$ cat config.mk
export PLATFORM = sky130hd
export DESIGN_NAME = srw_supervisor
export DESIGN_NICKNAME = d
export VERILOG_FILES = /design/src/core/srw_pkg.sv /design/src/core/srw_supervisor.sv
export SDC_FILE = /design/constraint.sdc
export NUM_CORES = 1
export LEC_CHECK = 0
export BUFFER_PORTS_ARGS = -buffer_cell sky130_fd_sc_hd__buf_2
export CAP_MARGIN = 20
export CORE_AREA = 2 2 86 130
export DETAILED_ROUTE_END_ITERATION = 16
export DIE_AREA = 0 0 88 132
export PLACE_DENSITY = 0.68
export SLEW_MARGIN = 5
export SYNTH_ARGS = -nofsm -noshare
export SYNTH_HDL_FRONTEND = slang
export SYNTH_SLANG_ARGS = --single-unit
$ cat constraint.sdc
create_clock -name mclk -period 2.3 [get_ports mclk]
set_clock_uncertainty 0.05 [all_clocks]
set_input_delay 0.115 -clock mclk [delete_from_list [all_inputs] [get_ports mclk]]
set_output_delay 0.115 -clock mclk [all_outputs]
set_load 0.02 [all_outputs]
$ cat src/core/srw_pkg.sv
package srw_pkg;
  localparam int unsigned CLK_MHZ = 200;
  // timing figures in their own units
  localparam int unsigned RESET_TIMEOUT_MS = 200;
  localparam int unsigned WD_TIMEOUT_MS = 1600;
  localparam int unsigned CE_GATE_DELAY_US = 28;
  // derived cycle counts
  localparam int unsigned RESET_TIMEOUT_CYC = RESET_TIMEOUT_MS * 1000 * CLK_MHZ;
  localparam longint unsigned WD_TIMEOUT_CYC = 64'(WD_TIMEOUT_MS) * 64'd1000 * 64'(CLK_MHZ);
  localparam int unsigned CE_GATE_DELAY_CYC = CE_GATE_DELAY_US * CLK_MHZ;
  localparam int unsigned CNT_W = 32;
  localparam int unsigned CE_CNT_W = 13;
  // reset values
  localparam logic RST_N_RESET = 1'b0;
  localparam logic FAULT_N_RESET = 1'b1;
  localparam logic CS_RESET = 1'b1;
  typedef enum logic [1:0] {SRW_HOLD, SRW_TIMEOUT, SRW_RUN} srw_rst_e;
endpackage

$ cat src/core/srw_supervisor.sv
// Functional notes
// - manual reset held low plus timeout
// - supply low drives reset, released after timeout
// - active-high reset is exact inverse
// - stuck kick input past timeout faults
// - fault stays low until kick edge, reset or watchdog disable
// - fault output high during reset
// - watchdog disabled keeps fault high
// - disabled gate forces chip select high
// - backup_active shows backup supply selected
// - main supply above threshold or backup
// - power_fail_out is inverse of power-fail comparator
// - low-line comparator drives early warning
// - backup_healthy follows backup comparator
// - gate disabled whole manual reset plus timeout
// - supply reset disables gate after delay
// - supply dip restarts reset timeout
// - watchdog cleared while reset, runs after
`timescale 1ns/10ps
module srw_supervisor #(
  parameter int unsigned RESET_CYC = srw_pkg::RESET_TIMEOUT_CYC,
  parameter longint unsigned WD_CYC = srw_pkg::WD_TIMEOUT_CYC
) (
  input wire logic mclk,
  input wire logic reset_n,
  input wire logic supply_low_in,
  input wire logic manual_reset_n,
  input wire logic watchdog_kick_in,
  input wire logic watchdog_disable_in,
  input wire logic chip_sel_in,
  input wire logic main_above_backup_in,
  input wire logic power_fail_in,
  input wire logic low_line_in,
  input wire logic backup_ok_in,
  output logic sys_reset_n,
  output logic sys_reset,
  output logic watchdog_fault_out,
  output logic chip_sel_out,
  output logic backup_active,
  output logic power_fail_out,
  output logic low_supply_warn_n,
  output logic backup_healthy
);
  logic mr_s1_q, mr_s2_q, wd_s1_q, wd_s2_q, wd_prev_q;
  srw_pkg::srw_rst_e state_q;
  logic [srw_pkg::CNT_W-1:0] rst_cnt_q;
  logic [39:0] wd_cnt_q;
  logic [srw_pkg::CE_CNT_W-1:0] ce_cnt_q;
  logic gate_en_q;
  logic rst_req, kick_edge, rst_asserted;
  logic [39:0] idle_cnt_q;

  // input synchronisers
  always_ff @(posedge mclk or negedge reset_n) begin
    if (!reset_n) begin
      mr_s1_q <= 1'b1;
      mr_s2_q <= 1'b1;
      wd_s1_q <= 1'b0;
      wd_s2_q <= 1'b0;
      wd_prev_q <= 1'b0;
    end else begin
      mr_s1_q <= manual_reset_n;
      mr_s2_q <= mr_s1_q;
      wd_s1_q <= watchdog_kick_in;
      wd_s2_q <= wd_s1_q;
      wd_prev_q <= wd_s2_q;
    end
  end

  assign rst_req = supply_low_in | ~mr_s2_q;
  assign kick_edge = wd_s2_q ^ wd_prev_q;
  assign rst_asserted = (state_q != srw_pkg::SRW_RUN);

  // reset timeout sequencer
  always_ff @(posedge mclk or negedge reset_n) begin
    if (!reset_n) begin
      state_q <= srw_pkg::SRW_HOLD;
      rst_cnt_q <= '0;
    end else begin
      unique case (state_q)
        srw_pkg::SRW_HOLD: begin
          rst_cnt_q <= '0;
          if (!rst_req) begin
            state_q <= srw_pkg::SRW_TIMEOUT;
          end
        end
        srw_pkg::SRW_TIMEOUT: begin
          if (rst_req) begin
            state_q <= srw_pkg::SRW_HOLD;
            rst_cnt_q <= '0;
          end else if (rst_cnt_q >= RESET_CYC - 1) begin
            state_q <= srw_pkg::SRW_RUN;
          end else begin
            rst_cnt_q <= rst_cnt_q + 1'b1;
          end
        end
        srw_pkg::SRW_RUN: begin
          rst_cnt_q <= '0;
          if (rst_req) begin
            state_q <= srw_pkg::SRW_HOLD;
          end
        end
      endcase
    end
  end

  always_ff @(posedge mclk or negedge reset_n) begin
    if (!reset_n) begin
      sys_reset_n <= srw_pkg::RST_N_RESET;
      sys_reset <= ~srw_pkg::RST_N_RESET;
    end else begin
      sys_reset_n <= (state_q == srw_pkg::SRW_RUN) && !rst_req;
      sys_reset <= !((state_q == srw_pkg::SRW_RUN) && !rst_req);
    end
  end

  // watchdog
  always_ff @(posedge mclk or negedge reset_n) begin
    if (!reset_n) begin
      wd_cnt_q <= '0;
      watchdog_fault_out <= srw_pkg::FAULT_N_RESET;
    end else if (rst_asserted || rst_req || watchdog_disable_in) begin
      wd_cnt_q <= '0;
      watchdog_fault_out <= 1'b1;
    end else if (kick_edge) begin
      wd_cnt_q <= '0;
      watchdog_fault_out <= 1'b1;
    end else if (64'(wd_cnt_q) >= WD_CYC - 1) begin
      watchdog_fault_out <= 1'b0;
    end else begin
      wd_cnt_q <= wd_cnt_q + 1'b1;
    end
  end

  // chip-select gate
  always_ff @(posedge mclk or negedge reset_n) begin
    if (!reset_n) begin
      ce_cnt_q <= '0;
      gate_en_q <= 1'b0;
    end else if (!rst_asserted && !rst_req) begin
      ce_cnt_q <= '0;
      gate_en_q <= 1'b1;
    end else if (supply_low_in && mr_s2_q && gate_en_q) begin
      if (32'(ce_cnt_q) >= srw_pkg::CE_GATE_DELAY_CYC - 1) begin
        gate_en_q <= 1'b0;
      end else begin
        ce_cnt_q <= ce_cnt_q + 1'b1;
      end
    end else begin
      gate_en_q <= 1'b0;
      ce_cnt_q <= '0;
    end
  end

  always_ff @(posedge mclk or negedge reset_n) begin
    if (!reset_n) begin
      chip_sel_out <= srw_pkg::CS_RESET;
    end else begin
      chip_sel_out <= gate_en_q ? chip_sel_in : 1'b1;
    end
  end

  // supply selection and comparator status
  always_ff @(posedge mclk or negedge reset_n) begin
    if (!reset_n) begin
      backup_active <= 1'b0;
      power_fail_out <= 1'b1;
      low_supply_warn_n <= 1'b1;
      backup_healthy <= 1'b0;
    end else begin
      backup_active <= supply_low_in && !main_above_backup_in;
      power_fail_out <= !power_fail_in;
      low_supply_warn_n <= !low_line_in;
      backup_healthy <= backup_ok_in;
    end
  end

  // cycles without kick edge, reset or disable, for the timeout checks
  always_ff @(posedge mclk or negedge reset_n) begin
    if (!reset_n) begin
      idle_cnt_q <= '0;
    end else if (rst_asserted || rst_req || watchdog_disable_in || kick_edge) begin
      idle_cnt_q <= '0;
    end else begin
      idle_cnt_q <= idle_cnt_q + 1'b1;
    end
  end

  // checks
  property p_inverse;
    @(posedge mclk) disable iff (!reset_n) sys_reset == !sys_reset_n;
  endproperty
  a_inverse: assert property (p_inverse) else $error("reset outputs not inverse");

  property p_supply_reset;
    @(posedge mclk) disable iff (!reset_n) supply_low_in |=> !sys_reset_n;
  endproperty
  a_supply_reset: assert property (p_supply_reset) else $error("supply low without reset");

  property p_manual_reset;
    @(posedge mclk) disable iff (!reset_n) !mr_s2_q |=> !sys_reset_n;
  endproperty
  a_manual_reset: assert property (p_manual_reset) else $error("manual low without reset");

  property p_fault_in_reset;
    @(posedge mclk) disable iff (!reset_n) !sys_reset_n |=> watchdog_fault_out;
  endproperty
  a_fault_in_reset: assert property (p_fault_in_reset) else $error("fault low during reset");

  property p_wd_disable;
    @(posedge mclk) disable iff (!reset_n) watchdog_disable_in |=> watchdog_fault_out;
  endproperty
  a_wd_disable: assert property (p_wd_disable) else $error("fault low while disabled");

  property p_fault_hold;
    @(posedge mclk) disable iff (!reset_n)
      (!watchdog_fault_out && !kick_edge && !rst_req && !rst_asserted && !watchdog_disable_in) |=> !watchdog_fault_out;
  endproperty
  a_fault_hold: assert property (p_fault_hold) else $error("fault released without kick");

  property p_gate;
    @(posedge mclk) disable iff (!reset_n) !gate_en_q |=> chip_sel_out;
  endproperty
  a_gate: assert property (p_gate) else $error("chip select passed while gated");

  property p_gate_reset;
    @(posedge mclk) disable iff (!reset_n) (rst_asserted && !supply_low_in) |=> !gate_en_q;
  endproperty
  a_gate_reset: assert property (p_gate_reset) else $error("gate open during reset");

  property p_backup;
    @(posedge mclk) disable iff (!reset_n) (supply_low_in && !main_above_backup_in) |=> backup_active;
  endproperty
  a_backup: assert property (p_backup) else $error("backup not selected");

  property p_pfo;
    @(posedge mclk) disable iff (!reset_n) power_fail_in |=> !power_fail_out;
  endproperty
  a_pfo: assert property (p_pfo) else $error("power fail not reported");

  property p_pfo_high;
    @(posedge mclk) disable iff (!reset_n) !power_fail_in |=> power_fail_out;
  endproperty
  a_pfo_high: assert property (p_pfo_high) else $error("power fail reported wrongly");

  property p_low_line;
    @(posedge mclk) disable iff (!reset_n) 1'b1 |=> low_supply_warn_n == !$past(low_line_in);
  endproperty
  a_low_line: assert property (p_low_line) else $error("low-line warning wrong");

  property p_healthy;
    @(posedge mclk) disable iff (!reset_n) 1'b1 |=> backup_healthy == $past(backup_ok_in);
  endproperty
  a_healthy: assert property (p_healthy) else $error("backup health wrong");

  property p_backup_main;
    @(posedge mclk) disable iff (!reset_n) !(supply_low_in && !main_above_backup_in) |=> !backup_active;
  endproperty
  a_backup_main: assert property (p_backup_main) else $error("backup selected wrongly");

  property p_kick_clear;
    @(posedge mclk) disable iff (!reset_n) kick_edge |=> watchdog_fault_out;
  endproperty
  a_kick_clear: assert property (p_kick_clear) else $error("kick edge did not clear fault");

  property p_wd_early;
    @(posedge mclk) disable iff (!reset_n) !watchdog_fault_out |-> 64'(idle_cnt_q) >= WD_CYC;
  endproperty
  a_wd_early: assert property (p_wd_early) else $error("fault before timeout");

  property p_wd_late;
    @(posedge mclk) disable iff (!reset_n) 64'(idle_cnt_q) >= WD_CYC |-> !watchdog_fault_out;
  endproperty
  a_wd_late: assert property (p_wd_late) else $error("no fault after timeout");

  property p_wd_clear;
    @(posedge mclk) disable iff (!reset_n) (rst_asserted || rst_req) |=> wd_cnt_q == '0;
  endproperty
  a_wd_clear: assert property (p_wd_clear) else $error("watchdog counts during reset");

  property p_restart;
    @(posedge mclk) disable iff (!reset_n) (state_q == srw_pkg::SRW_TIMEOUT && rst_req) |=> (state_q == srw_pkg::SRW_HOLD && rst_cnt_q == '0);
  endproperty
  a_restart: assert property (p_restart) else $error("timeout not restarted");

  property p_release;
    @(posedge mclk) disable iff (!reset_n) $rose(sys_reset_n) |-> $past(rst_cnt_q) == RESET_CYC - 1;
  endproperty
  a_release: assert property (p_release) else $error("reset released before timeout");

  property p_gate_open;
    @(posedge mclk) disable iff (!reset_n) gate_en_q |=> chip_sel_out == $past(chip_sel_in);
  endproperty
  a_gate_open: assert property (p_gate_open) else $error("chip select not passed");

  property p_gate_delay;
    @(posedge mclk) disable iff (!reset_n) (supply_low_in && mr_s2_q && gate_en_q && 32'(ce_cnt_q) >= srw_pkg::CE_GATE_DELAY_CYC - 1) |=> !gate_en_q;
  endproperty
  a_gate_delay: assert property (p_gate_delay) else $error("gate not closed after delay");

  property p_mr_sync;
    @(posedge mclk) disable iff (!reset_n) !mr_s2_q |-> !$past(manual_reset_n, 2);
  endproperty
  a_mr_sync: assert property (p_mr_sync) else $error("manual reset not synchronised");

  c_manual: cover property (@(posedge mclk) disable iff (!reset_n) $rose(sys_reset_n) && $past(!mr_s2_q, 2));
  c_fault: cover property (@(posedge mclk) disable iff (!reset_n) $fell(watchdog_fault_out));
  c_restart: cover property (@(posedge mclk) disable iff (!reset_n) state_q == srw_pkg::SRW_TIMEOUT && rst_req);
  c_backup: cover property (@(posedge mclk) disable iff (!reset_n) $rose(backup_active));
  c_gate_delay: cover property (@(posedge mclk) disable iff (!reset_n) $fell(gate_en_q) && supply_low_in);
endmodule

## Word-level counts from Yosys, hierarchy flattened

Cells that the tools add are included.
Widths: inputs -> output; s select.

- Register bits after elaboration: 101
- Input bits: 11
- Output and inout bits: 8
- Word-level logic and storage cells: 75

- Add/sub/neg operators: 3
- Order comparisons: 3
- Equality and inequality tests: 10
- Multiplexer cells: 21
- Bitwise logic cells: 3
- Reduce and logical (&&, ||, !) cells: 17

Operators by type and width:

| operator | number |
|---|---|
| $mux 40 | 3 |
| $mux 32 | 2 |
| $pmux 32 s2 | 1 |
| $add 40x1->40 const B | 1 |
| $ge 40x29->1 const B | 1 |
| $mux 13 | 3 |
| $add 32x1->32 const B | 1 |
| $ge 32x26->1 const B | 1 |
| $add 13x1->13 const B | 1 |
| $ge 13x13->1 const B | 1 |
| $ne 3x3->1 const B | 4 |
| $mux 2 | 4 |
| $mux 1 | 7 |
| $logic_not 1->1 | 6 |
| $ne 2x2->1 const B | 3 |
| $pmux 2 s3 | 1 |
| $logic_and 1x1->1 | 5 |
| $ne 3x2->1 const B | 1 |
| $reduce_and 3->1 | 1 |
| $reduce_bool 3->1 | 1 |
| $eq 2x1->1 const B | 1 |
| $eq 2x2->1 const B | 1 |
| $logic_not 2->1 | 1 |
| $logic_or 1x1->1 | 2 |
| 4 further kinds | 4 |

## Longest topological paths before layout

- Depth after elaboration: 5
- Gate-level depth with buffers: 9
- Mapped depth without buffers: 7

## Worst setup path before layout

OpenSTA, ideal clock, no wires.

- Kind: flip-flop to flip-flop
- From: register rst_cnt_q[0] (netlist bit)
- To: register rst_cnt_q[13] (netlist bit)
- Library setup time: 0.132 ns
- Arrival: 2.059 ns
- Required time: 2.118 ns
- Setup slack: 0.059 ns
- Cell stages (with the launch flop): 10
- Buffers on the path: 2
- Clock period less this slack: 2.241 ns
- Cell sequence: dfrtp_1 > ha_1 > and3_1 > buf_2 > a31oi_1 > or4_4 > a21oi_4 > nand2b_1 > buf_4 > o31ai_1

- Cells in the longest elaborated chain, start to end: 4
- Elaborated cells on any way between the ends: 6
- Classes of those cells: 1 x add/sub; 1 x order compare; 1 x eq/ne; 3 x mux

Ends and longest elaborated chain:

| what | RTL line | text |
|---|---|---|
| start, declared | srw_supervisor.sv:46 | `logic [srw_pkg::CNT_W-1:0] rst_cnt_q;` |
| start signal, assigned | srw_supervisor.sv:94 | `rst_cnt_q <= rst_cnt_q + 1'b1;` |
| $add 32x1->32 | srw_supervisor.sv:94 |  |
| $mux 32 | srw_supervisor.sv:91 | `end else if (rst_cnt_q >= RESET_CYC - 1) begin` |
| $mux 32 | srw_supervisor.sv:88 | `if (rst_req) begin` |
| $pmux 32 s2 | srw_supervisor.sv:80 | `unique case (state_q)` |

Parallel ways exist; a longest one is shown, timed or not. The select of a mux whose other input is x is not followed.
A chain may end at the register's enable or synchronous reset.

## Worst setup path after layout

- From: register rst_cnt_q[1] (netlist bit)
- To: register rst_cnt_q[30] (netlist bit)

Same word-level chain as after synthesis.

==> qor.yml <==
run_status:
  outcome: "complete, no violations"
logic_synthesis:
  synthFlopType: "dfrtp_1"
  ys.warnings.count: 0
  synthCells: 551
  synth.avg_cell_area_um2: 9.369
  synthTopCellsByArea: "dfrtp_1 46%, o21ai_0 4.6%, nand2_1 4.4%"
  synth-seq-cells: 101
  async_reset_ff_share_pct: 100.0
  syn_nets: 568
  synth_seq_area_share_pct: 49.13
  synth_edf_count: 0
  synth_area_um2: 5162
  netlist.area_leader.share_pct: 45.56
  yosysUniqueCellTypes: 56
  synth_area_leader_cell: "dfrtp_1"
job:
  cap_violations: 0
global_route:
  grt.overflow.total: 0
  grt_usage_pct: 21.57
  grt_pass1_vias: 4430
  grt_pass1_wl_um: 20000
  antenna_found_initial: 0
  grt_max_degree: 102
critical_path:
  reg2reg_to: "rst_cnt_q[30]"
  start_kind: "register"
  r2r_slack_ns: 0.04
  cp_cell_sequence: "ha_2, and3_1, a31oi_1, or4_4, a21oi_4, buf_4, buf_12, nor4b_2, a211o_1"
  critPathMaxStageDelay_ns: 0.55
  crit_path_end_kind: "register"
  cp.required_ns: 2.48
  crit_path_start: "rst_cnt_q[1]"
  critical_path_peak_fanout: 18
  setup.worst_path.end: "rst_cnt_q[30]"
  cp.arrival_ns: 2.44
  rr_worst_depth: 9
  slowest_stage: "or4_4"
  crit_type: "register to register"
  reg2reg_from: "rst_cnt_q[1]"
clocking:
  cts_tree: "built"
  numCtsBuffers: 9
  clock_latency_ns: 0.34
  htree_levels: 3
  root_buffer: "clkbuf_16"
  clk_pin_slew_ns: 0.06
  cts_sinks: 101
  clk_path_buf_depth: 2
floorplanning:
  start_util_pct: 49.56
  fp-row-count: 46
  die_h_um: 132
  pin_count: 19
  die_area_um2: 11620
  coreArea_um2: 10420
  dieWidth_um: 88
timing:
  final_max_slew_viol_count: 0
  timing.hold.ws_ns: 0.1158
  tns_ns: 0
  layout_min_cycle_time_ns: 2.256
  rsz0062_at_grt: "yes"
  fmax_mhz: 443.3
  finalSetupViolations: 0
  tightest_slew_ns: 0.5284
  maxSlewHeadroom_pct: 64.78
  hold_viol_final: 0
  final.period_utilization_pct: 98.07
cells_and_area:
  drive_gt1_share_pct: 19.48
  num_antenna_cells: 0
  area_growth_pct: 19.20
  nets: 629
  fillerInstances: 927
detailed_routing:
  ant_nets: 0
  via_per_inst: 5.822
  routedWlPerCell_um: 15.69
  drc: 0
  dr.first_iter.drc_count: 199
  vias: 4425
  first_pass_iters: 4
  finalWirelength_um: 11930
power:
  p_leak_uw: 0.002576
  power_uw: 3652
  ir_drop_v: 0.0003576
  pwr_density_cell_nw_per_um2: 593.5
placed_design:
  place_congestion: 0.9038
  portBuffers: 18
  dp_hpwl_um: 8104
worst_hold_path:
  hold_class: "input pin to register"
==> synthesized netlist by cell type, types with 8 or more instances <==
master and instances:
a211oi_1 8, a21oi_1 28, a31oi_1 9, and2_1 17
and3_1 9, clkbuf_1 14, dfrtp_1 94, inv_1 13
nand2_1 60, nand2b_1 9, nand3_1 31, nand4_1 11
nor2_1 42, nor3_1 11, o21ai_0 47, o31ai_1 20
or3_1 14, or4_1 10, xnor2_1 10
==> layout by cell type, fill, tap and decap left out, drive strengths merged, types with 10 or more instances in the layout <==
master	n
inv	13
buf	69
or3	15
o21ai	49
a21oi	29
nor3	12
o31ai	21
nand3	31
nand2	61
or4	11
clkbuf	14
nand4	12
nor2	42
dfrtp	94
and2	17
xnor2	10
==> worst max-delay path: cells and delay by family (launching register included) <==
family          cells  cell delay (ns)
simple gates        3             0.77
compound gates      3             0.49
flops               1             0.36
buf+inv             2             0.27
fa+ha+maj           1             0.20
==> flip-flops by register name, indices dropped and copies added (netlist names), 2 cells and up <==
signal     cells
ce_cnt_q      13
rst_cnt_q     32
state_q        2
wd_cnt_q      40
==> report_power, final <==
part | switching, uW | internal, uW
Clock | 635 | 817
Sequential | 16.0 | 1810
Combinational | 227 | 146
==> routing by layer <==
layer  routed length [um]  GRT usage (%)
met1                 4803          24.49
met5                    0              0
met4                  380          10.43
met3                  297          4.759
met2                 6444          37.37
==> worst min path at each step <==
stage	to	slack (ns)	cells past startpoint	from
3_5_place_dp	wd_cnt_q[19]	0.17	2	reset_n
6_report	sys_reset	0.12	4	supply_low_in
3_3_place_gp	wd_cnt_q[19]	0.16	2	reset_n
2_1_floorplan	backup_active	-0.23	0	reset_n
5_1_grt	sys_reset	0.16	4	supply_low_in
4_1_cts	sys_reset	0.11	4	supply_low_in
==> kinds of logic (layout without fill, tap and decap cells) <==
kind of cell,count (synthesis),after routing,share of synthesized area [%]
flip-flops,101,101,49.13
multiplexers,4,4,0.7998
AO/OA/AOI/OAI,140,140,17.21
adder cells (fa/ha/maj),6,6,1.454
AND/OR/NAND/NOR,242,242,24.89
buffers and inverters,41,106,3.635
XOR/XNOR,17,17,2.884
==> layout make-up <==
| cell class | count | area [um^2] | area share (%) |
|---|---|---|---|
| flip-flops and latches | 101 | 2539 | 41.26 |
| multi-input cells | 409 | 2505 | 40.71 |
| repair buffers | 78 | 601.8 | 9.780 |
| clock buffers | 14 | 274.0 | 4.453 |
| well taps | 144 | 180.2 | 2.928 |
| inverters | 13 | 48.80 | 0.7930 |
| clock inverters | 1 | 5.005 | 0.08133 |
==> what timing repair did <==
action                                  in CTS  in global routing
hold endpoints to repair                   101                  0
gates cloned                                 0                  1
endpoints found under the setup margin      28                 55
gates resized for setup                      4                 20
pin swaps                                    0                  6
hold buffers                                 9                  0
setup buffers                                0                  7
==> per-stage QoR <==
step	cells	setup slack [ns]	utilization (%)	instance area, um^2
after global placement	728	-0.004928	54.23	5649
after CTS	752	0.004414	57.88	6030
final	760	0.04430	59.07	6153
after floorplan	551	0.05921	-	5162
after global routing	760	-0.03890	59.07	6153
after detailed placement	728	-0.02751	54.23	5649
No activity file was read; power rests on OpenSTA's default activity.
